File: src/kst_pkg.sv
package kst_pkg;

	// ==========================================================
	// Timing
	localparam int CLK_HZ = 50_000_000;
	localparam int HOLD_S = 10;
	localparam int HOLD_CYC = HOLD_S * CLK_HZ;
	localparam int DEB_MS = 20;
	localparam int DEB_CYC = DEB_MS * (CLK_HZ / 1000);
	localparam int RAPID_HZ = 4;
	localparam int RAPID_HALF_CYC = CLK_HZ / (2 * RAPID_HZ);
	localparam logic [1:0] SLOW_LAST = 2'h3;

	// ==========================================================
	// Register map
	localparam logic [7:0] OFS_CONFIG = 8'h00;
	localparam logic [7:0] OFS_CMD = 8'h04;
	localparam logic [7:0] OFS_STATUS = 8'h08;
	localparam int CFG_W = 11;
	localparam int CFG_LO_W = 8;
	localparam int CMD_OFF_LSB = 0;
	localparam int STAT_PAD_W = 20;
	localparam int NPART = 2;
	localparam int NTRIG = 7;

	// ==========================================================
	// Keyswitch modes and trigger function selections
	localparam logic [3:0] MODE_OFF = 4'h0;
	localparam logic [3:0] MODE_P1 = 4'h1;
	localparam logic [3:0] MODE_P2 = 4'h2;
	localparam logic [3:0] MODE_FIRE = 4'h9;
	localparam logic [1:0] TSEL_SOUNDER = 2'h0;
	localparam logic [1:0] TSEL_KSLED = 2'h1;
	localparam logic [1:0] TSEL_COMM = 2'h2;
	localparam logic [7:0] KS_USER = 8'h00;

	// ==========================================================
	// Trigger header output index (out 1 is index 0)
	localparam int TRG_O1 = 0;
	localparam int TRG_O2 = 1;
	localparam int TRG_O3 = 2;
	localparam int TRG_O4 = 3;
	localparam int TRG_O5 = 4;
	localparam int TRG_O6 = 5;
	localparam int TRG_O7 = 6;

	// ==========================================================
	// Types
	typedef struct packed {
		logic aux_alarm;
		logic [1:0] part_en;
		logic rpt_en;
		logic printer_sel;
		logic [1:0] trig_sel;
		logic [3:0] ks_mode;
	} kst_cfg_t;

	localparam kst_cfg_t CFG_RST = 11'h000;

	typedef struct packed {
		logic [1:0] alarm;
		logic [1:0] fire;
		logic [1:0] burg;
		logic [1:0] spanic;
		logic [1:0] duress;
		logic [1:0] superv;
		logic [1:0] trouble;
		logic [1:0] fault;
	} kst_cond_t;

	typedef struct packed {
		logic tx_exhaust;
		logic tx_ok;
		logic [1:0] line_fault;
	} kst_comm_t;

	typedef enum logic [1:0] {RPT_AWAY, RPT_STAY, RPT_DISARM} kst_rpt_t;

	typedef enum logic [1:0] {KS_IDLE, KS_DEB, KS_HELD, KS_WAIT} kst_ks_t;

endpackage

File: src/kst_keyswitch.sv
// The Wishbone slave port and the address map were left to the implementer.
`timescale 1ns/1ns
// Summary of operation
// - Disarmed, no alarm: short arms away; hold over 10 s arms stay.
// - Armed without alarm: a further short disarms the partition.
// - Arming by keyswitch refused while any unbypassed zone is faulted.
// - Alarm present: short silences bell and keypad, disarms, sets memory.
// - Next short after silence clears memory and pulses smoke power reset.
// - Fire-silence mode: short turns off bells and alarm relay during fire.
// - Fire-silence mode: new fire alarm reactivates silenced bells.
// - After fire silence, burglary cannot sound bell until user off.
// - Fire-silence mode: short without fire alarm changes nothing.
// - LEDs: off/off not ready, green ready, red steady/slow/rapid states.
// - Keyswitch arm and disarm are reported as user 0 when enabled.
// - Mains indicator follows Mains_indicator presence.
// - Comm fail set on exhausted attempts; cleared by off after success.
// - Line fault indicators clear only after fault gone and user off.
// - Comm indicators on outputs 1, 3, 4, 5 only with selection 2.
// - Aux triggers common to partitions, gated by per-partition enable.
// - Open/close trigger low when all enabled armed, else high.
// - Other triggers rest low, rise on condition in an enabled partition.
// - Fire and burglary triggers latch until user off in each partition.
// - Silent panic latches; duress gives only a momentary trigger.
// - Supervisory and trouble hold until fault gone and user off.
// - Printer selection takes input 1 and output 2 over trigger function.
// - Tamper open disables keyswitch until keypad disarm of its partition.
// - Selection 1: outputs 1 and 5 drive keyswitch armed and ready LEDs.
module kst_keyswitch #(
	parameter int unsigned DEB_CYC = kst_pkg::DEB_CYC,
	parameter int unsigned HOLD_CYC = kst_pkg::HOLD_CYC,
	parameter int unsigned FLASH_HALF_CYC = kst_pkg::RAPID_HALF_CYC
) (
	// Clock, reset, enable
	input wire logic clk_i,
	input wire logic rst_i,
	input wire logic ce_i,
	// Wishbone slave
	input wire logic wb_cyc_i,
	input wire logic wb_stb_i,
	input wire logic wb_we_i,
	input wire logic [7:0] wb_adr_i,
	input wire logic [3:0] wb_sel_i,
	input wire logic [31:0] wb_dat_i,
	output logic [31:0] wb_dat_o,
	output logic wb_ack_o,
	// Pins
	input wire logic ks_short_i,
	input wire logic ks_tamper_i,
	input wire logic ac_present_i,
	input wire logic trig_in1_i,
	// Panel logic
	input wire kst_pkg::kst_cond_t cond_i,
	input wire kst_pkg::kst_comm_t comm_i,
	input wire logic sounder_i,
	input wire logic printer_txd_i,
	// Trigger header and keyswitch LEDs
	output logic [6:0] trigger_header_o,
	output logic led_red_o,
	output logic led_green_o,
	// Bells, sounds, detector power
	output logic bell_off_o,
	output logic aux_relay_off_o,
	output logic burg_bell_block_o,
	output logic [1:0] sound_silence_o,
	output logic smoke_reset_o,
	// Reports and input 1
	output logic rpt_stb_o,
	output kst_pkg::kst_rpt_t rpt_kind_o,
	output logic [7:0] rpt_user_o,
	output logic printer_rxd_o,
	output logic aux_in_o
);

	localparam logic [31:0] DEB_LAST = 32'(DEB_CYC - 1);
	localparam logic [31:0] HOLD_LAST = 32'(HOLD_CYC - 1);
	localparam logic [31:0] FLASH_LAST = 32'(FLASH_HALF_CYC - 1);

	function automatic logic [1:0] part_mask(input logic [3:0] mode);
		part_mask = (mode == kst_pkg::MODE_P1) ? 2'h1 : (mode == kst_pkg::MODE_P2) ? 2'h2 : 2'h3;
	endfunction

	// ==========================================================
	// Pin synchronisers
	logic [3:0] pin_s1;
	logic [3:0] pin_s2;
	logic ks_s;
	logic tmp_s;
	logic ac_s;
	logic in1_s;

	always_ff @(posedge clk_i)
	begin
		if (rst_i)
		begin
			pin_s1 <= 4'h0;
			pin_s2 <= 4'h0;
		end
		else if (ce_i)
		begin
			pin_s1 <= {trig_in1_i, ac_present_i, ks_tamper_i, ks_short_i};
			pin_s2 <= pin_s1;
		end
	end

	assign {in1_s, ac_s, tmp_s, ks_s} = pin_s2;

	// ==========================================================
	// Wishbone slave
	kst_pkg::kst_cfg_t cfg_reg;
	kst_pkg::kst_cfg_t cfg_next;
	logic ack_next;
	logic wr_go;
	logic [31:0] rd_next;
	logic [31:0] stat_w;
	logic [1:0] off_v;
	wire logic req = wb_cyc_i & wb_stb_i;
	wire logic hit_cfg = wb_adr_i[7:2] == kst_pkg::OFS_CONFIG[7:2];
	wire logic hit_cmd = wb_adr_i[7:2] == kst_pkg::OFS_CMD[7:2];
	wire logic hit_stat = wb_adr_i[7:2] == kst_pkg::OFS_STATUS[7:2];

	assign ack_next = req & ~wb_ack_o;
	assign wr_go = req & wb_ack_o & wb_we_i;
	assign cfg_next[7:0] = (wr_go & hit_cfg & wb_sel_i[0]) ? wb_dat_i[7:0] : cfg_reg[7:0];
	assign cfg_next[10:8] = (wr_go & hit_cfg & wb_sel_i[1]) ? wb_dat_i[10:8] : cfg_reg[10:8];
	assign off_v = (wr_go & hit_cmd & wb_sel_i[0]) ? wb_dat_i[kst_pkg::CMD_OFF_LSB +: 2] : 2'h0;
	assign rd_next = hit_cfg ? {21'h0, cfg_reg} : hit_stat ? stat_w : 32'h0;

	always_ff @(posedge clk_i)
	begin
		if (rst_i)
		begin
			wb_ack_o <= 1'b0;
			wb_dat_o <= 32'h0;
			cfg_reg <= kst_pkg::CFG_RST;
		end
		else if (ce_i)
		begin
			wb_ack_o <= ack_next;
			wb_dat_o <= rd_next;
			cfg_reg <= cfg_next;
		end
	end

	// ==========================================================
	// Keyswitch debounce and hold timing
	kst_pkg::kst_ks_t st_reg;
	kst_pkg::kst_ks_t st_next;
	logic [31:0] cnt_reg;
	logic [31:0] cnt_next;
	logic ev_short;
	logic ev_long;

	always_comb
	begin
		st_next = st_reg;
		cnt_next = cnt_reg;
		ev_short = 1'b0;
		ev_long = 1'b0;
		unique case (st_reg)
			kst_pkg::KS_IDLE:
			begin
				cnt_next = 32'h0;
				if (ks_s)
					st_next = kst_pkg::KS_DEB;
			end
			kst_pkg::KS_DEB:
			begin
				if (!ks_s)
					st_next = kst_pkg::KS_IDLE;
				else if (cnt_reg == DEB_LAST)
				begin
					st_next = kst_pkg::KS_HELD;
					cnt_next = 32'h0;
				end
				else
					cnt_next = cnt_reg + 32'h1;
			end
			kst_pkg::KS_HELD:
			begin
				if (!ks_s)
				begin
					ev_short = 1'b1;
					st_next = kst_pkg::KS_IDLE;
				end
				else if (cnt_reg == HOLD_LAST)
				begin
					ev_long = 1'b1;
					st_next = kst_pkg::KS_WAIT;
				end
				else
					cnt_next = cnt_reg + 32'h1;
			end
			kst_pkg::KS_WAIT:
			begin
				if (!ks_s)
					st_next = kst_pkg::KS_IDLE;
			end
		endcase
	end

	always_ff @(posedge clk_i)
	begin
		if (rst_i)
		begin
			st_reg <= kst_pkg::KS_IDLE;
			cnt_reg <= 32'h0;
		end
		else if (ce_i)
		begin
			st_reg <= st_next;
			cnt_reg <= cnt_next;
		end
	end

	// ==========================================================
	// Partition actions and alarm latches
	logic ks_lock_reg;
	logic ks_lock_next;
	logic [1:0] armed_reg, armed_next, stay_reg, stay_next, mem_reg, mem_next;
	logic [1:0] sil_reg, sil_next, hit_v, alm_v, clr_v, dis_v, arm_v;
	logic [1:0] fire_lat, fire_lat_n, burg_lat, burg_lat_n, sp_lat, sp_lat_n;
	logic [1:0] sup_lat, sup_lat_n, tr_lat, tr_lat_n;
	wire logic [1:0] pmask = part_mask(cfg_reg.ks_mode);
	wire logic part_mode = (cfg_reg.ks_mode == kst_pkg::MODE_P1) | (cfg_reg.ks_mode == kst_pkg::MODE_P2);
	wire logic mode_fire = cfg_reg.ks_mode == kst_pkg::MODE_FIRE;
	wire logic psel = cfg_reg.ks_mode == kst_pkg::MODE_P2;
	wire logic ev_ok = (ev_short | ev_long) & ~ks_lock_reg;

	assign ks_lock_next = tmp_s | (ks_lock_reg & ~(|(off_v & pmask)));

	genvar p;
	for (p = 0; p < kst_pkg::NPART; p++)
	begin : g_part
		assign hit_v[p] = ev_ok & part_mode & pmask[p];
		assign alm_v[p] = hit_v[p] & cond_i.alarm[p];
		assign clr_v[p] = hit_v[p] & ~cond_i.alarm[p] & mem_reg[p];
		assign dis_v[p] = hit_v[p] & ~cond_i.alarm[p] & ~mem_reg[p] & armed_reg[p];
		assign arm_v[p] = hit_v[p] & ~cond_i.alarm[p] & ~mem_reg[p] & ~armed_reg[p]
			& ~cond_i.fault[p];
		assign armed_next[p] = arm_v[p] | (armed_reg[p] & ~alm_v[p] & ~dis_v[p] & ~off_v[p]);
		assign stay_next[p] = arm_v[p] ? ev_long : (stay_reg[p] & armed_next[p]);
		assign mem_next[p] = alm_v[p] | (mem_reg[p] & ~clr_v[p]);
		assign sil_next[p] = alm_v[p] | (sil_reg[p] & cond_i.alarm[p]);
		assign fire_lat_n[p] = cond_i.fire[p] | (fire_lat[p] & ~off_v[p]);
		assign burg_lat_n[p] = cond_i.burg[p] | (burg_lat[p] & ~off_v[p]);
		assign sp_lat_n[p] = cond_i.spanic[p] | (sp_lat[p] & ~off_v[p]);
		assign sup_lat_n[p] = cond_i.superv[p] | (sup_lat[p] & ~off_v[p]);
		assign tr_lat_n[p] = cond_i.trouble[p] | (tr_lat[p] & ~off_v[p]);
	end

	// ==========================================================
	// Fire-silence mode
	logic [1:0] fire_prev;
	logic fire_sil_reg;
	logic burg_lock_reg;
	wire logic fire_new = |(cond_i.fire & ~fire_prev);
	wire logic fs_hit = ev_ok & mode_fire & (|cond_i.fire);
	wire logic fire_sil_next = ~fire_new & (fs_hit | fire_sil_reg);
	wire logic burg_lock_next = fs_hit | (burg_lock_reg & ~(|off_v));

	// ==========================================================
	// Communicator indicators
	logic cf_reg, ok_seen_reg;
	logic [1:0] lf_reg;
	wire logic cf_next = comm_i.tx_exhaust | (cf_reg & ~((|off_v) & ok_seen_reg));
	wire logic ok_seen_next = comm_i.tx_ok | (ok_seen_reg & ~comm_i.tx_exhaust);
	wire logic [1:0] lf_next = comm_i.line_fault | (lf_reg & ~{2{|off_v}});

	always_ff @(posedge clk_i)
	begin
		if (rst_i)
		begin
			{ks_lock_reg, armed_reg, stay_reg, mem_reg, sil_reg} <= 9'h000;
			{fire_lat, burg_lat, sp_lat, sup_lat, tr_lat} <= 10'h000;
			{fire_prev, fire_sil_reg, burg_lock_reg} <= 4'h0;
			{cf_reg, ok_seen_reg, lf_reg} <= 4'h0;
		end
		else if (ce_i)
		begin
			{ks_lock_reg, armed_reg, stay_reg, mem_reg, sil_reg} <=
				{ks_lock_next, armed_next, stay_next, mem_next, sil_next};
			{fire_lat, burg_lat, sp_lat, sup_lat, tr_lat} <=
				{fire_lat_n, burg_lat_n, sp_lat_n, sup_lat_n, tr_lat_n};
			{fire_prev, fire_sil_reg, burg_lock_reg} <= {cond_i.fire, fire_sil_next, burg_lock_next};
			{cf_reg, ok_seen_reg, lf_reg} <= {cf_next, ok_seen_next, lf_next};
		end
	end

	assign stat_w = {20'h0, ks_lock_reg, lf_reg, cf_reg, burg_lock_reg, fire_sil_reg,
		mem_reg, stay_reg, armed_reg};

	// ==========================================================
	// Flash divider and LED code
	logic [31:0] fl_cnt;
	logic [1:0] slow_cnt;
	logic rapid_reg, slow_reg;
	wire logic fl_wrap = fl_cnt == FLASH_LAST;
	wire logic red_next = part_mode & (mem_reg[psel] ? rapid_reg
		: armed_reg[psel] & (stay_reg[psel] ? slow_reg : 1'b1));
	wire logic green_next = part_mode & ~mem_reg[psel] & ~armed_reg[psel] & ~cond_i.fault[psel];

	always_ff @(posedge clk_i)
	begin
		if (rst_i)
		begin
			{fl_cnt, slow_cnt, rapid_reg, slow_reg} <= 36'h0;
		end
		else if (ce_i)
		begin
			fl_cnt <= fl_wrap ? 32'h0 : fl_cnt + 32'h1;
			rapid_reg <= rapid_reg ^ fl_wrap;
			slow_cnt <= slow_cnt + {1'b0, fl_wrap};
			slow_reg <= slow_reg ^ (fl_wrap & (slow_cnt == kst_pkg::SLOW_LAST));
		end
	end

	// ==========================================================
	// Trigger header
	logic [6:0] trig_next;
	wire logic [1:0] en = cfg_reg.part_en;
	wire logic oc_t = |(en & ~armed_next);
	wire logic fire_t = |(en & fire_lat_n);
	wire logic burg_t = |(en & burg_lat_n);
	wire logic sp_t = |(en & (sp_lat_n | cond_i.duress));
	wire logic sup_t = |(en & sup_lat_n);
	wire logic tr_t = |(en & tr_lat_n);
	wire logic tsel_led = cfg_reg.trig_sel == kst_pkg::TSEL_KSLED;
	wire logic tsel_comm = cfg_reg.trig_sel == kst_pkg::TSEL_COMM;
	wire logic tsel_snd = cfg_reg.trig_sel == kst_pkg::TSEL_SOUNDER;

	assign trig_next[kst_pkg::TRG_O1] = tsel_comm ? ac_s
		: tsel_led ? red_next : fire_t;
	assign trig_next[kst_pkg::TRG_O2] = cfg_reg.printer_sel ? printer_txd_i : burg_t;
	assign trig_next[kst_pkg::TRG_O3] = tsel_comm ? cf_next : sp_t;
	assign trig_next[kst_pkg::TRG_O4] = tsel_comm ? lf_next[0] : sup_t;
	assign trig_next[kst_pkg::TRG_O5] = tsel_comm ? lf_next[1] : tsel_led ? green_next
		: tsel_snd ? sounder_i : 1'b0;
	assign trig_next[kst_pkg::TRG_O6] = tr_t;
	assign trig_next[kst_pkg::TRG_O7] = oc_t;

	// ==========================================================
	// Output flops and reports
	wire logic rpt_arm = |arm_v;
	wire logic rpt_dis = |((alm_v | dis_v) & armed_reg);

	always_ff @(posedge clk_i)
	begin
		if (rst_i)
		begin
			{trigger_header_o, led_red_o, led_green_o} <= 9'h000;
			{bell_off_o, aux_relay_off_o, burg_bell_block_o, sound_silence_o, smoke_reset_o} <= 6'h00;
			{rpt_stb_o, printer_rxd_o, aux_in_o} <= 3'h2;
			rpt_kind_o <= kst_pkg::RPT_AWAY;
			rpt_user_o <= kst_pkg::KS_USER;
		end
		else if (ce_i)
		begin
			trigger_header_o <= trig_next;
			led_red_o <= red_next;
			led_green_o <= green_next;
			bell_off_o <= fire_sil_next;
			aux_relay_off_o <= fire_sil_next & cfg_reg.aux_alarm;
			burg_bell_block_o <= burg_lock_next;
			sound_silence_o <= sil_next;
			smoke_reset_o <= |clr_v;
			rpt_stb_o <= cfg_reg.rpt_en & (rpt_arm | rpt_dis);
			rpt_kind_o <= rpt_dis ? kst_pkg::RPT_DISARM : ev_long ? kst_pkg::RPT_STAY : kst_pkg::RPT_AWAY;
			rpt_user_o <= kst_pkg::KS_USER;
			printer_rxd_o <= cfg_reg.printer_sel ? in1_s : 1'b1;
			aux_in_o <= cfg_reg.printer_sel ? 1'b0 : in1_s;
		end
	end
endmodule

File: config.mk
export PLATFORM = sky130hd
export DESIGN_NAME = kst_keyswitch
export DESIGN_NICKNAME = d
export VERILOG_FILES = /design/src/kst_pkg.sv /design/src/kst_keyswitch.sv
export SDC_FILE = /design/constraint.sdc
export NUM_CORES = 1
export LEC_CHECK = 0
export ABC_AREA = 1
export BUFFER_PORTS_ARGS = -buffer_cell sky130_fd_sc_hd__buf_2
export CAP_MARGIN = 20
export CORE_MARGIN = 4
export CORE_UTILIZATION = 55
export CTS_CLUSTER_SIZE = 14
export DETAILED_ROUTE_END_ITERATION = 10
export PLACE_DENSITY = 0.88
export SYNTH_ARGS = -nofsm -noshare
export SYNTH_HDL_FRONTEND = slang
export SYNTH_SLANG_ARGS = --single-unit
File: constraint.sdc
create_clock -name clk_i -period 3.8 [get_ports clk_i]
set_input_delay 0.19 -clock clk_i [delete_from_list [all_inputs] [get_ports clk_i]]
set_output_delay 0.19 -clock clk_i [all_outputs]
set_load 0.005 [all_outputs]
### Word level (Yosys, flattened, before mapping)

Index checks and enable logic that the tools add are counted.
Widths: inputs -> output; s select.

* register bits after elaboration: 165

* mux-type cells: 47
* equality and inequality tests: 21
* add/sub/neg operators: 3
* reduce and logical (&&, ||, !) cells: 21
* $lt $le $gt $ge: 1
* bitwise gates (word level): 133

Operator list (number)
* $mux 32: 5
* $pmux 32 s3: 1
* $and 1x1->1: 65
* $add 32x1->32 const B: 2
* $eq 32x20->1 const B: 1
* $eq 32x23->1 const B: 1
* $eq 32x29->1 const B: 1
* $mux 1: 29
* $not 1->1: 26
* $reduce_or 2->1: 13
* $mux 12: 2
* $or 1x1->1: 24
* $and 2x2->2: 10
* $mux 2: 9
* $ne 2x2->1 const B: 5
* $reduce_and 5->1: 2
* $eq 2x2->1 const B: 4
* $pmux 2 s4: 1
* $eq 6x1->1 const B: 1
* $eq 6x2->1 const B: 1
* $logic_not 6->1: 1
* $ne 3x3->1 const B: 2
* $not 2->2: 3
* $or 2x2->2: 3
* 10 further kinds: 14

### Logic depth before layout (Yosys ltp)

Gate-level depths: netlist (run 1).

* depth in word-level cells: 18
* depth in mapped cells: 14
* gate-level depth less buffers: 14

### Worst setup path after synthesis (run 1)

No wires, ideal clock.

* path type: register to register
* start point: register st_reg[0]
* end point: register cnt_reg[10]
* path slack: 1957 ps
* arrival: 1777 ps
* required time: 3734 ps
* library setup time: 66 ps
* stages on the path, launching flop included: 12
* cells stage by stage: dfxtp_1 > inv_1 > ha_1 > inv_2 > a31oi_1 > nor2_1 > nand2_4 > inv_4 > buf_6 > nand2_1 > or2_2 > a21oi_2

* longest elaborated chain between the ends: 3
* elaborated cells between the ends (all ways): 9
* those cells by class: eq/ne (5); mux (1); reduce/logical (3)

RTL lines
* start, declared: line kst_keyswitch.sv:146 `kst_pkg::kst_ks_t st_reg;`
* start signal, assigned: line kst_keyswitch.sv:205 `st_reg <= kst_pkg::KS_IDLE;`
* start signal, assigned: line kst_keyswitch.sv:210 `st_reg <= st_next;`
* $eq 2x2->1 (tied with other cells): line kst_keyswitch.sv:159 `unique case (st_reg)`
* $ne 2x2->1 (no source line) / $reduce_bool 3->1 (equally long branches)
* $reduce_and 5->1 (no source line)
* end signal, assigned: line kst_keyswitch.sv:211 `cnt_reg <= cnt_next;`
* end, declared: line kst_keyswitch.sv:148 `logic [31:0] cnt_reg;`

Parallel ways exist; a longest one is shown, timed or not.
A chain may end at the register's enable or synchronous reset.

### Final worst setup path (run 1)

* start point: register cnt_reg[0]
* end point: register cnt_reg[1]

* longest elaborated chain between the ends: 4
* elaborated cells between the ends (all ways): 10
* those cells by class: add/sub (1); eq/ne (3); mux (5); reduce/logical (1)

RTL lines (line)
* $add 32x1->32 / $eq 32x20->1 (equally long branches): kst_keyswitch.sv:176, kst_keyswitch.sv:191, kst_keyswitch.sv:170
* $mux 32 (on tied branches): kst_keyswitch.sv:185, kst_keyswitch.sv:170
* $mux 32 (on tied branches): kst_keyswitch.sv:180, kst_keyswitch.sv:168
* $pmux 32 s3: kst_keyswitch.sv:159

Parallel ways exist; a longest one is shown, timed or not. The select of a mux whose other input is x is not followed.

==> metrics, run 1 <==
sequential cell area 2900 µm²; Setup WS post-layout 1.40 ns; CTS buffer count 17; most frequent cells after synthesis 232 x nand2_1, 181 x nor2_1, 145 x dfxtp_1; first-pass GRT wire length 36,600 µm; Final Critical Period 2.40 ns; Root Driver clkbuf_16; Seq pwr share 0.425; Psw 952 µW; Synth Register Bits 145; Async S/R FF share, synth 0; initial core utilization 0.568; Slew Viols, Final 0; ratio of final minimum period to clock period 0.630; setup TNS 0 ns; fillers 1,319; setup bufs post-CTS 0; Synth area leaders dfxtp_1 35%, nand2_1 10%, nor2_1 8.2%; leakage power 3.63 nW; # diodes 0; Die Width 131 µm; cell count after synthesis 1,252; Pint 2.79 mW; utilization after layout 0.639; synthesis warning total 0; RSZ-0062 raised after global routing no; Final Instance Count excl. Fillers 1,512; Seq/Total Area, Yosys 0.349; largest net degree at the start of global routing 70; skew final 0.0100 ns; Netlist cell types 49; Final Power 3.74 mW; final hold vios 0; Most used DFF post-synth dfxtp_1; count leader, synth nand2_1; I/O pin count 137; maximum VDD drop 335 µV; Yosys top cell by area dfxtp_1; DRT Pass-1 Iters 7; Yosys top cell area share 0.349; CTS tree built; Clock Pin Slew Worst Setup and Hold Paths 0.07 ns; Switching Share 0.255; crit start category flip-flop; die height 131 µm; Max-cap violations 0; share of cells above drive strength 1 0.123; placed instance count 1,476; PwrDens 399 nW/µm²; DRT iter0 DRCs 906; Total Wirelength 22,600 µm; Worst-Margin Slew 0.797 ns; H-tree Lvls 4; aggregate global-route resource usage 0.264; vias per cell 5.65; Clk pwr share 0.489; Post-synth EDFFs 0; maximum clock insertion buffer count 2; DR vias 8,542; CP required 4.16 ns; syn avg cell area 6.64 µm²; Hold Crit Class input pin to flip-flop; area of the core 14,600 µm²; DP Wirelength 16,100 µm; status complete, no violations; IO Port Bufs 83; Crit Path Class flip-flop to flip-flop; Routed Antenna Nets 0; row count 44; GP Congestion 0.976; drc violations 0; vias in the first global route 7,865; Max-slew headroom 0.464; Critical Path Fanout Max 23; DR WL/cell 15.0 µm; final setup fails 0; Max Fclk 417 MHz; Crit path arrival time 2.75 ns; mapped cell area 8310 µm²; Skew-Pair Late Insertion Delay 0.43 ns; initial antenna violation count 0; fin nets 1,398; clk sinks 145; Die ar. 17,100 µm²; pre-CTS setup slack 1.44 ns; CP Capture Type flip-flop; Gate power share 0.086; area occupied by multi-input gates 4570 µm²; Overflow after GRT 0; Area Overhead vs Synth 12.7%
-- logic make-up (layout without fill, tap and decap cells) --
| logic type | after synthesis | after routing | share of synthesized area |
|---|---|---|---|
| DFF | 145 | 145 | 0.349 |
| adders and majority gates | 7 | 7 | 0.0105 |
| buffers and inverters | 214 | 263 | 0.113 |
| and+or+nand+nor | 659 | 659 | 0.366 |
| AOI/OAI and AO/OA | 202 | 202 | 0.135 |
| xor gates and xnor gates | 24 | 24 | 0.0253 |
| other | 1 | 28 | 0.000451 |
-- worst max-delay path, cell delays in order, from the launching register on --
cell and delay, ns:
dfxtp_1 0.37, ha_1 0.21, inv_1 0.09, nor2_2 0.25, nand2_4 0.12, nor4_4 0.19, nand3_2 0.12, nand2_4 0.28
inv_4 0.18, nand2_4 0.18, nand2_4 0.15, a21oi_1 0.16
-- final timing paths --
check	slack (ns)	end	from	depth (start not counted)
min reg2reg	0.46	fire_lat[0]	fire_lat[0]	2
max	1.40	cnt_reg[1]	cnt_reg[0]	11
min	0.01	ok_seen_reg	comm_i[2]	3
max reg2reg	1.40	cnt_reg[1]	cnt_reg[0]	11
-- through the flow --
stage | area, µm² | hold slack, ns
after global placement | 8680 | 0.411
after floorplan | 8410 | 0.325
after detailed placement | 8680 | 0.423
after global routing | 9360 | 0.0284
after CTS | 9360 | 0.00670
final | 9360 | 0.0116
-- cell usage in the layout (no fill, tap or decap), drive strengths merged, types with 5 or more instances in the layout --
cell    Yosys  routed
nor2      186     186
nand4      38      38
xor2       24      24
inv       138     142
nand2     241     241
ha          7       7
nor3       76      76
nand3      76      76
buf        42      89
o21ai      63      63
o221ai      6       6
a31oi       7       7
nand3b     10      10
dfxtp     145     145
clkbuf     34      18
a21oi     100     100
o22ai       5       5
or2         5       5
conb        1      28
nor4       22      22
-- layer usage --
| layer | part of all wire | vias up | track usage | wire [µm] |
|---|---|---|---|---|
| met5 | 0 | - | 0 | 0 |
| met4 | 0.023 | 0 | 0.0823 | 526 |
| met3 | 0.067 | 56 | 0.0569 | 1510 |
| met2 | 0.48 | 347 | 0.449 | 10800 |
| met1 | 0.43 | 3918 | 0.335 | 9820 |
| li1 | - | 4221 | - | - |
-- power by group through the flow --
stage | registers, mW | logic [mW] | clock network [mW]
6_report | 1.59 | 0.323 | 1.83
5_1_grt | 1.59 | 0.359 | 1.89
4_1_cts | 1.59 | 0.318 | 1.83
3_5_place_dp | 1.62 | 0.313 | 0
3_3_place_gp | 1.62 | 0.307 | 0
2_1_floorplan | 1.61 | 0.248 | 0
-- cell type report --
type	instances	area share
multi-input cells	920	0.488
flip-flops and latches	145	0.310
inverters	138	0.0556
repair buffers	93	0.0534
clock buffers	18	0.0469
well taps	184	0.0246
clock inverters	14	0.0215
-- timing repair --
item	CTS	global route
hold buffers	4	0
gates resized for setup	0	0
endpoints found under the hold margin	4	0
Power figures use the tool's default switching activity.
==> inputs of run 2 (changes only) <==
==> constraint.sdc (replaced) <==
create_clock -name clk_i -period 2.28 [get_ports clk_i]
set_input_delay 0.114 -clock clk_i [delete_from_list [all_inputs] [get_ports clk_i]]
set_output_delay 0.114 -clock clk_i [all_outputs]
set_load 0.005 [all_outputs]
==> run 2 against run 1 <==
Against the previous run:
- sequential share of layout area decreased by 0.97 points
- die area unchanged
- clock skew up 0.0011 ns
- critical path depth decreased by 1
- combinational power increased by 87%
- worst setup slack got worse by 1.2 ns
- final cell count is 2.5% higher
- non-clock buffer count is 38 higher
- first-iteration DRC count decreased by 11%
- critical endpoint is now cnt_reg[8]
- largest power group unchanged
==> metrics, run 2 (synthesis results as in run 1) <==
status complete, no violations; vias in the first global route 8,203 (+4.3%); pre-CTS setup slack 0.121 ns (-1.32 ns); crit start category flip-flop; I/O pin count 137 (unchanged); Setup WS post-layout 0.165 ns (-1.24 ns); initial core utilization 0.568 (unchanged); final hold vios 0 (unchanged); DR vias 8,832 (+3.4%); IO Port Bufs 83 (unchanged); Overflow after GRT 0 (unchanged); min-delay src cond_i[2]; fin nets 1,436 (+2.7%); Routed Antenna Nets 0 (unchanged); area of the core 14,600 µm² (unchanged); commonest non-fill, non-tap cell in the layout nand2_1; Skew-Pair Late Insertion Delay 0.42 ns (about the same); CP required 2.58 ns (-1.58 ns); Worst R2R End cnt_reg[8]; CTS buffer count 17 (unchanged); Worst R2R Start st_reg[0]; Die Width 131 µm (unchanged); reg2reg setup slack 0.17 ns (-1.24 ns); setup TNS 0 ns (unchanged); maximum clock insertion buffer count 2 (unchanged); crit path max-delay cell type dfxtp_1; final setup fails 0 (unchanged); hold path endpoint tr_lat[0]; Critical Path Fanout Max 22 (-4.3%); Slew Viols, Final 0 (unchanged); # diodes 0 (unchanged); DR WL/cell 15.5 µm (+3.8%); maximum VDD drop 743 µV (+120%); RSZ-0062 raised after global routing no; skew final 0.0111 ns (+0.00111 ns); Final Instance Count excl. Fillers 1,550 (+2.5%); initial antenna violation count 0 (unchanged); aggregate global-route resource usage 0.284 (+0.0202); GP Congestion 0.913 (-6.5%); Crit path arrival time 2.42 ns (-0.33 ns); Max-slew headroom 0.477 (+0.0138); Max-cap violations 0 (unchanged); Final Critical Period 2.11 ns (-0.281 ns); DRT iter0 DRCs 802 (-11%); vias per cell 5.70 (+0.86%); Clock Pin Slew Worst Setup and Hold Paths 0.07 ns (about the same); first-pass GRT wire length 39,100 µm (+6.9%); Crit path largest cell delay 0.38 ns (about the same); Total Wirelength 24,100 µm (+6.4%); Max Fclk 473 MHz (+13%); row count 44 (unchanged); largest net degree at the start of global routing 70 (unchanged); share of cells above drive strength 1 0.133 (+0.00901); Root Driver clkbuf_16; Reg2Reg Depth 10 (-1); crit-path cells inv_1, ha_1, inv_2, a31oi_1, nor2_1, nand2_4, inv_4, nand2_4, inv_1, nor2_1; placed instance count 1,488 (+0.81%); utilization after layout 0.660 (+0.0210); PwrDens 615 nW/µm² (+54%); Hold Crit Class input pin to flip-flop; clk sinks 145 (unchanged); CP Capture Type flip-flop; CTS tree built; drc violations 0 (unchanged); Worst-Margin Slew 0.784 ns (-0.0133 ns); fillers 1,267 (-3.9%); Final Power 5.95 mW (+59%); DRT Pass-1 Iters 6 (-1); H-tree Lvls 4 (unchanged); DP Wirelength 16,400 µm (+1.8%); critical path startpoint st_reg[0]; most frequent cells in the layout 231 x nand2_1, 180 x nor2_1, 144 x dfxtp_1, 132 x inv_1, 97 x a21oi_1; Die ar. 17,100 µm² (unchanged); Area Overhead vs Synth 16.4%; Crit Path Class flip-flop to flip-flop; leakage power 3.78 nW (+4.1%); die height 131 µm (unchanged); ratio of final minimum period to clock period 0.928 (+0.297); hold depth 4 (+1)
==> run 2: cell type report <==
class / instances / area (µm²) / area share
Clock buffer: 19 / 443 / 0.0458
Clock inverter: 13 / 126 / 0.0131
Inverter: 138 / 520 / 0.0538
Multi-Input combinational cell: 920 / 4580 / 0.473
Sequential cell: 145 / 2900 / 0.300
Tap cell: 184 / 230 / 0.0238
Timing Repair Buffer: 131 / 868 / 0.0898
==> run 2: power breakdown <==
group          switching, mW  internal, mW
sequential            0.0488          2.60
combinational          0.395         0.209
clock                   1.15          1.55
total                   1.59          4.36
==> run 2: metrics by stage <==
| stage | hold WS [ns] | area (µm²) |
|---|---|---|
| 6_report | 0.00985 | 9670 |
| 5_1_grt | 0.0254 | 9670 |
| 4_1_cts | 0.000695 | 9640 |
| 3_5_place_dp | 0.351 | 8800 |
| 3_3_place_gp | 0.335 | 8800 |
| 2_1_floorplan | 0.249 | 8410 |
==> run 2: worst max path at each step <==
stage | slack, ns | cells past startpoint | to
after floorplan | 0.44 | 11 | cnt_reg[10]
after global placement | 0.20 | 12 | stay_reg[1]
after detailed placement | 0.12 | 12 | stay_reg[1]
after CTS | 0.12 | 12 | stay_reg[1]
after global routing | 0.02 | 11 | cnt_reg[3]
final | 0.17 | 10 | cnt_reg[8]
==> run 2: routing by layer <==
layer  global-route usage  up-vias  routed length, µm
li1                     -     4310                  -
met1                0.349     4027               9930
met2                0.490      415              11700
met3               0.0630       80               1740
met4                0.101        0                738
met5                    0        -                  0
==> run 2: worst max-delay path, delay by kind of cell, from the launching register on <==
kind	cells	cell delay [ns]
AO/OA/AOI/OAI	1	0.10
AND/OR/NAND/NOR	4	0.51
buffers and inverters	4	0.71
adder cells (fa/ha/maj)	1	0.29
flip-flops	1	0.38
==> run 2: what timing repair did <==
item / CTS / global route
setup buffers: 0 / 3
endpoints found under the setup margin: 0 / 28
hold endpoints to repair: 28 / 0
gates resized for setup: 0 / 4
hold buffers: 27 / 0
